File: config.mk
export PLATFORM = sky130hd
export DESIGN_NAME = servo_io
export DESIGN_NICKNAME = d
export VERILOG_FILES = /design/src/rtl/servo_io_pkg.sv /design/src/rtl/servo_io.sv /design/src/rtl/input_sync.sv
export SDC_FILE = /design/constraint.sdc
export NUM_CORES = 1
export LEC_CHECK = 0
export CORE_MARGIN = 5
export CORE_UTILIZATION = 40
export DETAILED_ROUTE_END_ITERATION = 6
export DONT_BUFFER_PORTS = 1
export PLACE_DENSITY_LB_ADDON = 0.2
export SLEW_MARGIN = 25
export SYNTH_ARGS = -nofsm -noshare
export SYNTH_HDL_FRONTEND = slang
export SYNTH_SLANG_ARGS = --single-unit
File: constraint.sdc
create_clock -name clock_i -period 2.4 [get_ports clock_i]
set_input_delay 0.36 -clock clock_i [delete_from_list [all_inputs] [get_ports clock_i]]
set_output_delay 0.36 -clock clock_i [all_outputs]
set_load 0.05 [all_outputs]
File: src/rtl/servo_io_pkg.sv
// Shared constants and types for the servo drive discrete signal logic
`default_nettype none
package servo_io_pkg;

  ////////////////////////////////////////////////////////////////////////////
  // Register byte addresses
  localparam logic [7:0] ADDR_CTRL      = 8'h00;
  localparam logic [7:0] ADDR_IN_MAP    = 8'h04;
  localparam logic [7:0] ADDR_OUT_FUNC  = 8'h08;
  localparam logic [7:0] ADDR_OUT_PIN   = 8'h0C;
  localparam logic [7:0] ADDR_IN_STATE  = 8'h10;
  localparam logic [7:0] ADDR_IRQ_STAT  = 8'h14;
  localparam logic [7:0] ADDR_IRQ_MASK  = 8'h18;

  ////////////////////////////////////////////////////////////////////////////
  // Field positions and sizes
  localparam int CTRL_BRAKE_GPO_BIT = 0;  // Pin 0 acts as general output 1
  localparam int CTRL_SW_OUT_BIT    = 1;  // Software-driven output level
  localparam int NUM_IN_PINS        = 7;  // Physical input circuits
  localparam int NUM_IN_FUNCS       = 7;  // Mapped input functions
  localparam int NUM_OUTS           = 3;  // General outputs and pins
  localparam int NUM_EVENTS         = 4;  // Interrupt sources
  localparam int IN_STATE_PIN_LSB   = 8;  // Raw pins in input state reg
  localparam int IN_STATE_SHUT_LSB  = 16; // Shutoff inputs in state reg

  // Input function index within the input map
  localparam int FN_FWD = 0;
  localparam int FN_REV = 1;
  localparam int FN_GI0 = 2;
  localparam int FN_OI3 = 3;

  // Interrupt event bit positions
  localparam int EV_FWD   = 0;
  localparam int EV_REV   = 1;
  localparam int EV_SHUT  = 2;
  localparam int EV_ALARM = 3;

  // Input selector codes: pins direct, constant, pins inverted
  localparam logic [3:0] SEL_LAST_DIRECT = 4'h6;
  localparam logic [3:0] SEL_ALWAYS_ON   = 4'h7;
  localparam logic [3:0] SEL_ALWAYS_OFF  = 4'h8;
  localparam logic [3:0] SEL_FIRST_INV   = 4'h9;

  ////////////////////////////////////////////////////////////////////////////
  // Reset values
  localparam logic [1:0]  CTRL_RST     = 2'h0;
  localparam logic [27:0] IN_MAP_RST   = 28'h654_3021;
  localparam logic [11:0] OUT_FUNC_RST = 12'h410;
  localparam logic [5:0]  OUT_PIN_RST  = 6'h39;
  localparam logic [3:0]  IRQ_MASK_RST = 4'h0;

  // Status function codes for a general output
  typedef enum logic [3:0] {
    OF_NONE      = 4'b0000,
    OF_POS_DONE  = 4'b0001,
    OF_SPD_MATCH = 4'b0010,
    OF_MOTION    = 4'b0011,
    OF_READY     = 4'b0100,
    OF_FORCE_LIM = 4'b0101,
    OF_SPEED_LIM = 4'b0110,
    OF_WARNING   = 4'b0111,
    OF_NEAR      = 4'b1000,
    OF_SOFTWARE  = 4'b1001
  } out_func_e;

endpackage
`default_nettype wire

File: src/rtl/servo_io.sv
// Discrete I/O, shutoff and encoder pulse logic of the servo drive
//
// Overview of operation
// A forward or reverse travel block input stops motion that way.
// The travel stop is done by this logic; external safety is extra.
// The alarm output is off while an error is detected, else on.
// The brake release output is on to release and off to hold.
// Configuration can turn the brake output into general output 1.
// General outputs 2 and 3 carry the function chosen for them.
// Eight status functions can each be routed to an output pin.
// Phase A and B outputs are differential, B a quarter period apart.
// A differential origin pulse marks the encoder origin.
// Motor current is cut while either shutoff input is off.
// The monitor is on only with both shutoffs active and current cut.
// General input 0 and option inputs 3 to 6 go to the option module.
// Input functions are mapped to physical pins by configuration.
// General outputs 1 to 3 are mapped to pins by configuration.
// A pin shared by several functions drives all of them at once.
// Every pin input is synchronised before any function uses it.
`default_nettype none
module servo_io
  import servo_io_pkg::*;
(
  // Clock and reset
  input  wire logic        clock_i,
  input  wire logic        resetn_i,

  // APB slave
  input  wire logic        psel_i,
  input  wire logic        penable_i,
  input  wire logic        pwrite_i,
  input  wire logic [7:0]  paddr_i,
  input  wire logic [31:0] pwdata_i,
  output logic      [31:0] prdata_o,
  output logic             pready_o,
  output logic             pslverr_o,
  output logic             irq_o,

  // Connector input pins and shutoff inputs (high = energised)
  input  wire logic [6:0]  pin_in_i,
  input  wire logic        hard_shutoff_in_1_i,
  input  wire logic        hard_shutoff_in_2_i,

  // Status from the motion core
  input  wire logic        error_detected_i,
  input  wire logic        brake_release_req_i,
  input  wire logic        positioning_done_i,
  input  wire logic        speed_match_i,
  input  wire logic        motion_detected_i,
  input  wire logic        drive_ready_i,
  input  wire logic        force_limited_i,
  input  wire logic        speed_limited_i,
  input  wire logic        warning_i,
  input  wire logic        near_position_i,

  // Encoder position steps from the motion core
  input  wire logic        enc_step_i,
  input  wire logic        enc_dir_i,
  input  wire logic        enc_origin_i,

  // Controls to the motion core and option module
  output logic             forward_stop_o,
  output logic             reverse_stop_o,
  output logic             motor_current_off_o,
  output logic [4:0]       option_input_o,

  // Connector output pins (high = on)
  output logic             alarm_out_o,
  output logic [2:0]       out_pin_o,
  output logic             phase_a_out_o,
  output logic             phase_a_out_n_o,
  output logic             phase_b_out_o,
  output logic             phase_b_out_n_o,
  output logic             origin_pulse_out_o,
  output logic             origin_pulse_out_n_o,
  output logic             shutoff_monitor_out_o
);

  typedef struct packed {
    // Registers
    logic [1:0]            ctrl;
    logic [27:0]           in_map;
    logic [11:0]           out_func;
    logic [5:0]            out_pin;
    logic [NUM_EVENTS-1:0] irq_stat;
    logic [NUM_EVENTS-1:0] irq_mask;
    logic                  irq;

    // Pin side
    logic [6:0]            func;
    logic                  shutoff;
    logic                  monitor;
    logic                  alarm;
    logic [4:0]            opt;
    logic [2:0]            pins;

    // Encoder
    logic [1:0]            enc_cnt;
    logic                  pa;
    logic                  pa_n;
    logic                  pb;
    logic                  pb_n;
    logic                  pc;
    logic                  pc_n;

    // Bus answer
    logic [31:0]           prdata;
    logic                  pready;
    logic                  pslverr;
  } io_state_s;

  io_state_s st_r;
  io_state_s st_nxt;

  // Synced levels
  logic [8:0] sync_w;
  logic [6:0] pins_w;
  logic       shut1_w;
  logic       shut2_w;

  ////////////////////////////////////////////////////////////////////////////
  // Pin synchronisers for all connector inputs
  input_sync #(
    .WIDTH (9)
  ) u_sync (
    .clock_i  (clock_i),
    .resetn_i (resetn_i),
    .async_i  ({hard_shutoff_in_2_i, hard_shutoff_in_1_i, pin_in_i}),
    .sync_o   (sync_w)
  );

  assign pins_w  = sync_w[6:0];
  assign shut1_w = sync_w[7];
  assign shut2_w = sync_w[8];

  ////////////////////////////////////////////////////////////////////////////
  // Input selector: pin direct, constant on or off, or pin inverted
  function automatic logic map_in(input logic [3:0] sel,
                                  input logic [6:0] pins);
    logic [3:0] inv;

    inv = sel - SEL_FIRST_INV;
    if (sel <= SEL_LAST_DIRECT) begin
      map_in = pins[sel[2:0]];
    end else if (sel == SEL_ALWAYS_ON) begin
      map_in = 1'b1;
    end else if (sel == SEL_ALWAYS_OFF) begin
      map_in = 1'b0;
    end else begin
      map_in = ~pins[inv[2:0]];
    end
  endfunction

  // Status function selected for one general output
  function automatic logic out_sel(input logic [3:0] code,
                                   input logic [8:0] stat);
    case (out_func_e'(code))
      OF_NONE:      out_sel = 1'b0;
      OF_POS_DONE:  out_sel = stat[0];
      OF_SPD_MATCH: out_sel = stat[1];
      OF_MOTION:    out_sel = stat[2];
      OF_READY:     out_sel = stat[3];
      OF_FORCE_LIM: out_sel = stat[4];
      OF_SPEED_LIM: out_sel = stat[5];
      OF_WARNING:   out_sel = stat[6];
      OF_NEAR:      out_sel = stat[7];
      OF_SOFTWARE:  out_sel = stat[8];
      default:      out_sel = 1'b0;
    endcase
  endfunction

  ////////////////////////////////////////////////////////////////////////////
  // Next-state logic
  always_comb begin
    logic [8:0]            stat;
    logic [2:0]            gout;
    logic [NUM_EVENTS-1:0] ev;
    logic [NUM_EVENTS-1:0] clr;
    logic                  setup;
    logic                  wr;
    logic [1:0]            psel_pin;

    stat     = '0;
    gout     = '0;
    ev       = '0;
    clr      = '0;
    psel_pin = '0;
    st_nxt   = st_r;

    setup    = psel_i && !penable_i;
    wr       = psel_i && penable_i && pwrite_i && st_r.pready;

    // Map each input function onto its selected pin
    for (int f = 0; f < NUM_IN_FUNCS; f++) begin
      st_nxt.func[f] = map_in(st_r.in_map[4*f +: 4], pins_w);
    end

    // Option module inputs follow the mapped functions
    st_nxt.opt = st_r.func[FN_GI0 +: 5];

    // Current cut while either shutoff input is off
    st_nxt.shutoff = !(shut1_w && shut2_w);
    // Monitor on with both shutoffs active and the cut in force
    st_nxt.monitor = !shut1_w && !shut2_w && st_r.shutoff;

    // Alarm output switches off on a detected error
    st_nxt.alarm = !error_detected_i;

    // Route status functions to the general outputs
    stat = {st_r.ctrl[CTRL_SW_OUT_BIT], near_position_i, warning_i,
            speed_limited_i, force_limited_i, drive_ready_i,
            motion_detected_i, speed_match_i, positioning_done_i};

    for (int o = 0; o < NUM_OUTS; o++) begin
      gout[o] = out_sel(st_r.out_func[4*o +: 4], stat);
    end

    // Place the general outputs onto their selected pins
    st_nxt.pins = '0;
    for (int o = 0; o < NUM_OUTS; o++) begin
      psel_pin = st_r.out_pin[2*o +: 2];
      if (psel_pin != 2'h0) begin
        if (gout[o]) begin
          st_nxt.pins[psel_pin - 2'h1] = 1'b1;
        end
      end
    end

    // Pin 0 carries the brake unless turned into general output 1
    if (!st_r.ctrl[CTRL_BRAKE_GPO_BIT]) begin
      st_nxt.pins[0] = brake_release_req_i;
    end

    // Quadrature counter: A and B a quarter period apart
    if (enc_step_i) begin
      if (enc_dir_i) begin
        st_nxt.enc_cnt = st_r.enc_cnt + 2'h1;
      end else begin
        st_nxt.enc_cnt = st_r.enc_cnt - 2'h1;
      end
    end

    st_nxt.pa   = st_nxt.enc_cnt[1];
    st_nxt.pa_n = ~st_nxt.enc_cnt[1];
    st_nxt.pb   = st_nxt.enc_cnt[1] ^ st_nxt.enc_cnt[0];
    st_nxt.pb_n = ~(st_nxt.enc_cnt[1] ^ st_nxt.enc_cnt[0]);

    st_nxt.pc   = enc_origin_i;
    st_nxt.pc_n = ~enc_origin_i;

    // Events: travel block entry, current cut entry, alarm entry
    ev[EV_FWD]   = st_nxt.func[FN_FWD] && !st_r.func[FN_FWD];
    ev[EV_REV]   = st_nxt.func[FN_REV] && !st_r.func[FN_REV];
    ev[EV_SHUT]  = st_nxt.shutoff && !st_r.shutoff;
    ev[EV_ALARM] = !st_nxt.alarm && st_r.alarm;

    // APB register writes in the access phase
    if (wr) begin
      case (paddr_i)
        ADDR_CTRL:     st_nxt.ctrl     = pwdata_i[1:0];
        ADDR_IN_MAP:   st_nxt.in_map   = pwdata_i[27:0];
        ADDR_OUT_FUNC: st_nxt.out_func = pwdata_i[11:0];
        ADDR_OUT_PIN:  st_nxt.out_pin  = pwdata_i[5:0];
        ADDR_IRQ_STAT: clr             = pwdata_i[NUM_EVENTS-1:0];
        ADDR_IRQ_MASK: st_nxt.irq_mask = pwdata_i[NUM_EVENTS-1:0];
        default:       clr             = '0;
      endcase
    end

    // Sticky status: a new event wins over its clear
    st_nxt.irq_stat = (st_r.irq_stat & ~clr) | ev;
    st_nxt.irq      = |(st_nxt.irq_stat & st_nxt.irq_mask);

    // Read data and answer prepared in the setup cycle
    st_nxt.pready  = setup;
    st_nxt.pslverr = 1'b0;
    st_nxt.prdata  = '0;

    if (setup) begin
      case (paddr_i)
        ADDR_CTRL:     st_nxt.prdata[1:0]  = st_r.ctrl;
        ADDR_IN_MAP:   st_nxt.prdata[27:0] = st_r.in_map;
        ADDR_OUT_FUNC: st_nxt.prdata[11:0] = st_r.out_func;
        ADDR_OUT_PIN:  st_nxt.prdata[5:0]  = st_r.out_pin;
        ADDR_IN_STATE: begin
          st_nxt.prdata[6:0] = st_r.func;
          st_nxt.prdata[IN_STATE_PIN_LSB +: 7] = pins_w;
          st_nxt.prdata[IN_STATE_SHUT_LSB +: 2] = {shut2_w, shut1_w};
          st_nxt.prdata[IN_STATE_SHUT_LSB + 2] = st_r.shutoff;
        end
        ADDR_IRQ_STAT: st_nxt.prdata[3:0] = st_r.irq_stat;
        ADDR_IRQ_MASK: st_nxt.prdata[3:0] = st_r.irq_mask;
        default:       st_nxt.pslverr     = 1'b1;
      endcase
    end
  end

  ////////////////////////////////////////////////////////////////////////////
  // State register; reset holds the drive in the safe state
  always_ff @(posedge clock_i or negedge resetn_i) begin
    if (!resetn_i) begin
      st_r          <= '0;
      st_r.ctrl     <= CTRL_RST;
      st_r.in_map   <= IN_MAP_RST;
      st_r.out_func <= OUT_FUNC_RST;
      st_r.out_pin  <= OUT_PIN_RST;
      st_r.irq_mask <= IRQ_MASK_RST;
      // Safe state
      st_r.shutoff  <= 1'b1;
      st_r.pa_n     <= 1'b1;
      st_r.pb_n     <= 1'b1;
      st_r.pc_n     <= 1'b1;
    end else begin
      st_r <= st_nxt;
    end
  end

  ////////////////////////////////////////////////////////////////////////////
  // Outputs straight from the state register
  assign forward_stop_o        = st_r.func[FN_FWD];
  assign reverse_stop_o        = st_r.func[FN_REV];
  assign motor_current_off_o   = st_r.shutoff;
  assign option_input_o        = st_r.opt;

  // Connector pins
  assign alarm_out_o           = st_r.alarm;
  assign out_pin_o             = st_r.pins;
  assign phase_a_out_o         = st_r.pa;
  assign phase_a_out_n_o       = st_r.pa_n;
  assign phase_b_out_o         = st_r.pb;
  assign phase_b_out_n_o       = st_r.pb_n;
  assign origin_pulse_out_o    = st_r.pc;
  assign origin_pulse_out_n_o  = st_r.pc_n;
  assign shutoff_monitor_out_o = st_r.monitor;

  // Bus side
  assign prdata_o              = st_r.prdata;
  assign pready_o              = st_r.pready;
  assign pslverr_o             = st_r.pslverr;
  assign irq_o                 = st_r.irq;

endmodule
`default_nettype wire

File: src/rtl/input_sync.sv
// Three-stage synchroniser with agreement filter for pin inputs
`default_nettype none
module input_sync #(
  parameter int WIDTH = 1
) (
  // Clock and reset
  input  wire logic             clock_i,
  input  wire logic             resetn_i,
  // Raw and synchronised levels
  input  wire logic [WIDTH-1:0] async_i,
  output logic      [WIDTH-1:0] sync_o
);

  typedef struct packed {
    logic [WIDTH-1:0] s1;
    logic [WIDTH-1:0] s2;
    logic [WIDTH-1:0] s3;
    logic [WIDTH-1:0] q;
  } sync_state_s;

  sync_state_s st_r;
  sync_state_s st_nxt;

  ////////////////////////////////////////////////////////////////////////////
  // Shift chain; output takes a bit only once stages two and three agree
  always_comb begin
    st_nxt    = st_r;
    st_nxt.s1 = async_i;
    st_nxt.s2 = st_r.s1;
    st_nxt.s3 = st_r.s2;
    for (int i = 0; i < WIDTH; i++) begin
      if (st_r.s2[i] == st_r.s3[i]) begin
        st_nxt.q[i] = st_r.s3[i];
      end
    end
  end

  // State register
  always_ff @(posedge clock_i or negedge resetn_i) begin
    if (!resetn_i) begin
      st_r <= '0;
    end else begin
      st_r <= st_nxt;
    end
  end

  assign sync_o = st_r.q;

endmodule
`default_nettype wire

==> metrics, run 1 <==
status complete, but fails checks; violated checks negative hold slack; Unique masters post-synth 61; placed insts 829; H-tree levels 4; Worst setup SP type register; wirelength, routed 17500 um; Worst-Skew Late Latency 0.42 ns; Root Driver clkbuf_16; WP data arrival 2.60 ns; Period Utilization, post-route 95.6%; initial antenna violation count 0; Fill cells 1690; worst hold path type in2async; reg2reg setup slack 0.11 ns; P&R area growth vs syn 11.2%; critical path class reg2reg; r2r worst-path depth 8; vias in the first global route 5110; Die Ht 147 um; Reg2Reg Capture Point irq_o; Post-Layout Cell Count 872; Num CTS Buffers 17; Reg clk slew, reported paths 0.06 ns; area of the multi-input gates 3190 um^2; CTS Hold Bufs 11; final hold slack -0.361 ns; Detailed Place HPWL 12600 um; CTS tree yes; largest delay contributor family on the critical path flip-flops; Power Density 745 nW/um^2; number of synthesized flops with an enable pin 0; Ports 121; Core Util, Final 44.9%; Final Wtd Congestion 0.853; relative slew slack 59.1%; Routed Antenna Nets 0; Clock Skew 0.00514 ns; Finished Cell Area 8350 um^2; via count 4818; Clock Tree Buf Depth 2; register area share after synthesis 49.6%; CP max stage cell dfstp_2; Hold Vio Cnt, Final 148; setup violation total in the final timing report 0; Final min period 2.29 ns; # rows 50; dpl cell area 7580 um^2; Max Cap Viol 0; Core Box Area 18600 um^2; Final Max Slew Viols 0; GRT overflow 0; commonest non-fill, non-tap cells in the layout dfrtp_1, inv_1, nor2_1, o21ai_0; die area 21600 um^2; Crit. Startpoint st_r[92]; Initial Util 40.4%; critical-path maximum fanout 3; IO buf count 0; Most used DFF post-synth dfrtp_1; VDD IR max 564 uV; final net count 718; DRT iter0 DRCs 286; die width 147 um; CP required 2.71 ns; CTS sink cnt 148; RSZ-0062 raised after global routing false; largest net degree at the start of global routing 149; first-pass GRT wire length 28300 um; P_leak 0.00365 uW; Avg WL per Cell 20.0 um; synthesized area per cell 11.7 um^2; critical-path cell list inv_1, ha_1, mux4_2, nor2_1, o21a_1, o32ai_1, buf_4, o311ai_1; worst slew pin tran 0.613 ns; FFs w/ async S/R, synth 100%; worst path bufs/invs 2; fraction of layout cells with a size suffix above 1 22.9%; CP Capture Type register; TNS Setup 0 ns; max incr delay on CP 0.52 ns; Cells after Synth 640; GRT Overall Usage 16.7%; vias per cell 5.53; Reg area 3730 um^2; number of remaining DRC errors 0; DRT Pass-1 Iters 7; FMAX 436 MHz; leading cell type in the layout, fill and taps excluded dfrtp_1; Ys Warns 0; Reg-to-Reg Start st_r[92]; Yosys reg bits 148; Mapped Area 7510 um^2; number of antenna diodes 0
==> layout make-up <==
cell class | count | share of cell area (%)
clock inverter | 12 | 2.41
inverter | 39 | 1.75
clock buffer | 20 | 5.47
tap | 234 | 3.51
timing repair buffer | 40 | 4.07
multi-input combinational | 379 | 38.2
sequential | 148 | 44.6
==> synth_stat cells, drive strengths merged, types with 14 or more instances <==
master  count  area (um^2)
ha         26          325
nor2       33          124
o21ai      33          165
nand3      16         80.1
dfrtp     129         3230
mux2i      31          310
mux2       46          593
nand2      33          129
a21oi      16         80.1
mux4       17          383
a22oi      14          105
inv        39          146
clkbuf     29          110
buf        48          359
dfstp      19          499
==> repair_timing <==
item,in CTS,in global routing
setup buffers,0,0
resized for setup,0,1
hold endpoints to repair,160,148
endpoints found under the setup margin,0,1
==> metal layers <==
| layer | track usage [%] | wire (um) | part of all wire, % | vias up |
|---|---|---|---|---|
| li1 | - | - | - | 2216 |
| met1 | 21.2 | 7590 | 43 | 2449 |
| met2 | 27.1 | 8430 | 48 | 131 |
| met3 | 4.94 | 1020 | 5.8 | 22 |
| met4 | 6.85 | 423 | 2.4 | 0 |
| met5 | 0 | 0 | 0 | - |
==> through the flow <==
step	setup slack (ns)	power [uW]
floorplan	0.201	3230
global placement	0.0798	3330
detailed placement	0.0366	3340
CTS	0.0433	6300
global route	0.00114	6470
finish	0.106	6220
==> state kept, by name (all words and copies together), names as in the netlist, 3 cells and up <==
signal          cells
st_r               58
prdata_o           28
u_sync.st_nxt      18
u_sync.st_r         9
u_sync.sync_o       9
option_input_o      5
st_nxt              5
out_pin_o           3
==> power by group <==
group	internal, uW	switching [uW]	leakage, uW
combinational	178	204	0.00149
clock	1900	1010	0.000317
sequential	2630	291	0.00185
total	4710	1510	0.00365
==> cell families (layout without fill, tap and decap cells) <==
| group | after synthesis | in the layout | share of synthesized area (%) |
|---|---|---|---|
| flip-flops | 148 | 148 | 49.6 |
| multiplexers | 94 | 94 | 17.1 |
| XOR/XNOR | 7 | 7 | 0.816 |
| AND/OR/NAND/NOR | 128 | 128 | 8.58 |
| other | 1 | 4 | 0.0499 |
| adder cells (fa/ha/maj) | 35 | 35 | 5.53 |
| buffers and inverters | 116 | 111 | 8.19 |
| AO/OA/AOI/OAI | 111 | 111 | 10.1 |
==> worst max-delay path by stage <==
stage	endpoint	slack, ns	cells past startpoint
3_5_place_dp	prdata_o[1]	0.04	6
2_1_floorplan	st_r[71]	0.20	6
5_1_grt	st_nxt[48]	0.001	7
3_3_place_gp	prdata_o[1]	0.08	6
4_1_cts	irq_o	0.04	8
6_report	irq_o	0.11	8
(Power assumes the default switching activity.)
==> run 2: changes to the inputs <==
==> constraint.sdc (replaced) <==
create_clock -name clock_i -period 2.1 [get_ports clock_i]
set_input_delay 0.315 -clock clock_i [delete_from_list [all_inputs] [get_ports clock_i]]
set_output_delay 0.315 -clock clock_i [all_outputs]
set_load 0.05 [all_outputs]
==> run 2 against run 1 <==
The run still ends with negative hold slack left; worst hold slack lost 0.049 ns; routed wire length up 4.3%; combinational power up 29%; utilization increased by 2.0 points; maximum frequency rose by 13%; sequential share of layout area down 1.9 points; die area did not move; non-clock buffer count rose by 25; sequential power rose by 13%; clock-buffer cell count up 2; power up 15%; worst setup slack got worse by 0.034 ns.
==> metrics, run 2 (synthesis gave the netlist of run 1 again) <==
final hold slack -0.410 ns; Largest register FFs 58; Top reg by flops st_r; Avg WL per Cell 20.3 um; Die Ht 147 um; Max Cap Viol 0; Final Wtd Congestion 0.830; first-pass GRT wire length 29300 um; CTS sink cnt 148; Routed Antenna Nets 0; Reg clk slew, reported paths 0.06 ns; Worst-Skew Late Latency 0.43 ns; Final min period 2.03 ns; final net count 743; P&R area growth vs syn 16.1%; GRT overflow 0; Power Density 820 nW/um^2; FMAX 493 MHz; TNS Setup 0 ns; initial antenna violation count 0; RSZ-0062 raised after global routing true; # rows 50; Initial Util 40.4%; vias in the first global route 5202; relative slew slack 54.3%; DRT Pass-1 Iters 7; Hold Vio Cnt, Final 148; H-tree levels 4; commonest non-fill, non-tap cells in the layout dfrtp_1, buf_4, inv_1; P_leak 0.00382 uW; wirelength, routed 18200 um; max incr delay on CP 0.54 ns; die width 147 um; fraction of layout cells with a size suffix above 1 28.4%; Final Max Slew Viols 0; CTS Hold Bufs 13; via count 5036; number of remaining DRC errors 0; VDD IR max 703 uV; WP data arrival 2.36 ns; CP Capture Type register; setup violation total in the final timing report 0; DRT iter0 DRCs 341; Worst setup SP type register; critical-path cell list inv_2, ha_4, mux4_2, nor2_1, o21a_1, o32ai_4, o311ai_4; CP max stage cell dfstp_2; Period Utilization, post-route 96.6%; IO buf count 0; largest net degree at the start of global routing 149; Core Box Area 18600 um^2; critical-path maximum fanout 3; Num CTS Buffers 17; Fill cells 1706; Clock Skew 0.0110 ns; worst hold path type in2async; Post-Layout Cell Count 897; GRT Overall Usage 17.2%; CP required 2.43 ns; worst slew pin tran 0.680 ns; violated checks negative hold slack; number of antenna diodes 0; Detailed Place HPWL 12700 um; Ports 121; die area 21600 um^2; CTS tree yes; Clock Tree Buf Depth 2; Root Driver clkbuf_16; vias per cell 5.61; placed insts 851; leading cell type in the layout, fill and taps excluded dfrtp_1; status complete, but fails checks; critical path class reg2reg
-- run 2: path summary, 6_finish.rpt --
check | start | end | slack (ns) | cells after the start
worst max-delay path | st_r[92] | irq_o | 0.07 | 7
worst min-delay path | resetn_i | u_sync.st_nxt[21] | -0.41 | 0
worst max register to register | st_r[92] | irq_o | 0.07 | 7
worst min register to register | u_sync.st_nxt[24] | u_sync.st_nxt[15] | 0.35 | 0
max in group asynchronous | resetn_i | st_r[85] | 2.22 | 0
min in group clock_i | pwdata_i[16] | st_r[103] | 0.04 | 1
-- run 2: power breakdown --
part           total [uW]  switching [uW]  internal (uW)
sequential           3320             312           3010
combinational         491             268            222
clock                3340            1140           2200
-- run 2: per-layer routing --
metal  global-route usage [%]  share of wire [%]
met1                     22.2                 42
met2                     28.4                 50
met3                     4.66                6.6
met4                     5.82                1.7
met5                        0                  0
-- run 2: worst max-delay path, delay by kind of cell (launching register included) --
family                     cells  cell delay, ns
DFF                            1            0.54
buffers and inverters          1            0.05
and+or+nand+nor                1            0.10
muxes                          1            0.49
AOI/OAI and AO/OA              3            0.50
adders and majority gates      1            0.26
-- run 2: per-stage QoR --
step	total power [uW]	cell area, um^2	setup slack [ns]	hold WS, ns	utilization (%)
final	7150	8720	0.0719	-0.410	46.9
after floorplan	3690	7550	-0.0491	0.0194	-
after detailed placement	3830	7770	-0.181	0.0270	41.8
after CTS	7220	8600	-0.00256	-0.435	46.3
after global routing	7420	8720	-0.00420	-0.434	46.9
after global placement	3810	7770	-0.119	0.0269	41.8
-- run 2: what timing repair did --
| item | 4_1_cts | 5_1_grt |
|---|---|---|
| resized for setup | 7 | 20 |
| endpoints found under the setup margin | 3 | 6 |
| setup buffers | 0 | 3 |
| pin swaps | 0 | 5 |
| endpoints found under the hold margin | 162 | 148 |
-- run 2: area by class of cell --
type | count | area, um^2 | share of cell area [%]
Clock inverter | 10 | 179 | 2.05
Timing Repair Buffer | 65 | 546 | 6.26
Clock buffer | 22 | 474 | 5.44
Inverter | 39 | 146 | 1.68
Multi-Input combinational cell | 379 | 3360 | 38.5
Sequential cell | 148 | 3730 | 42.7
Tap cell | 234 | 293 | 3.36
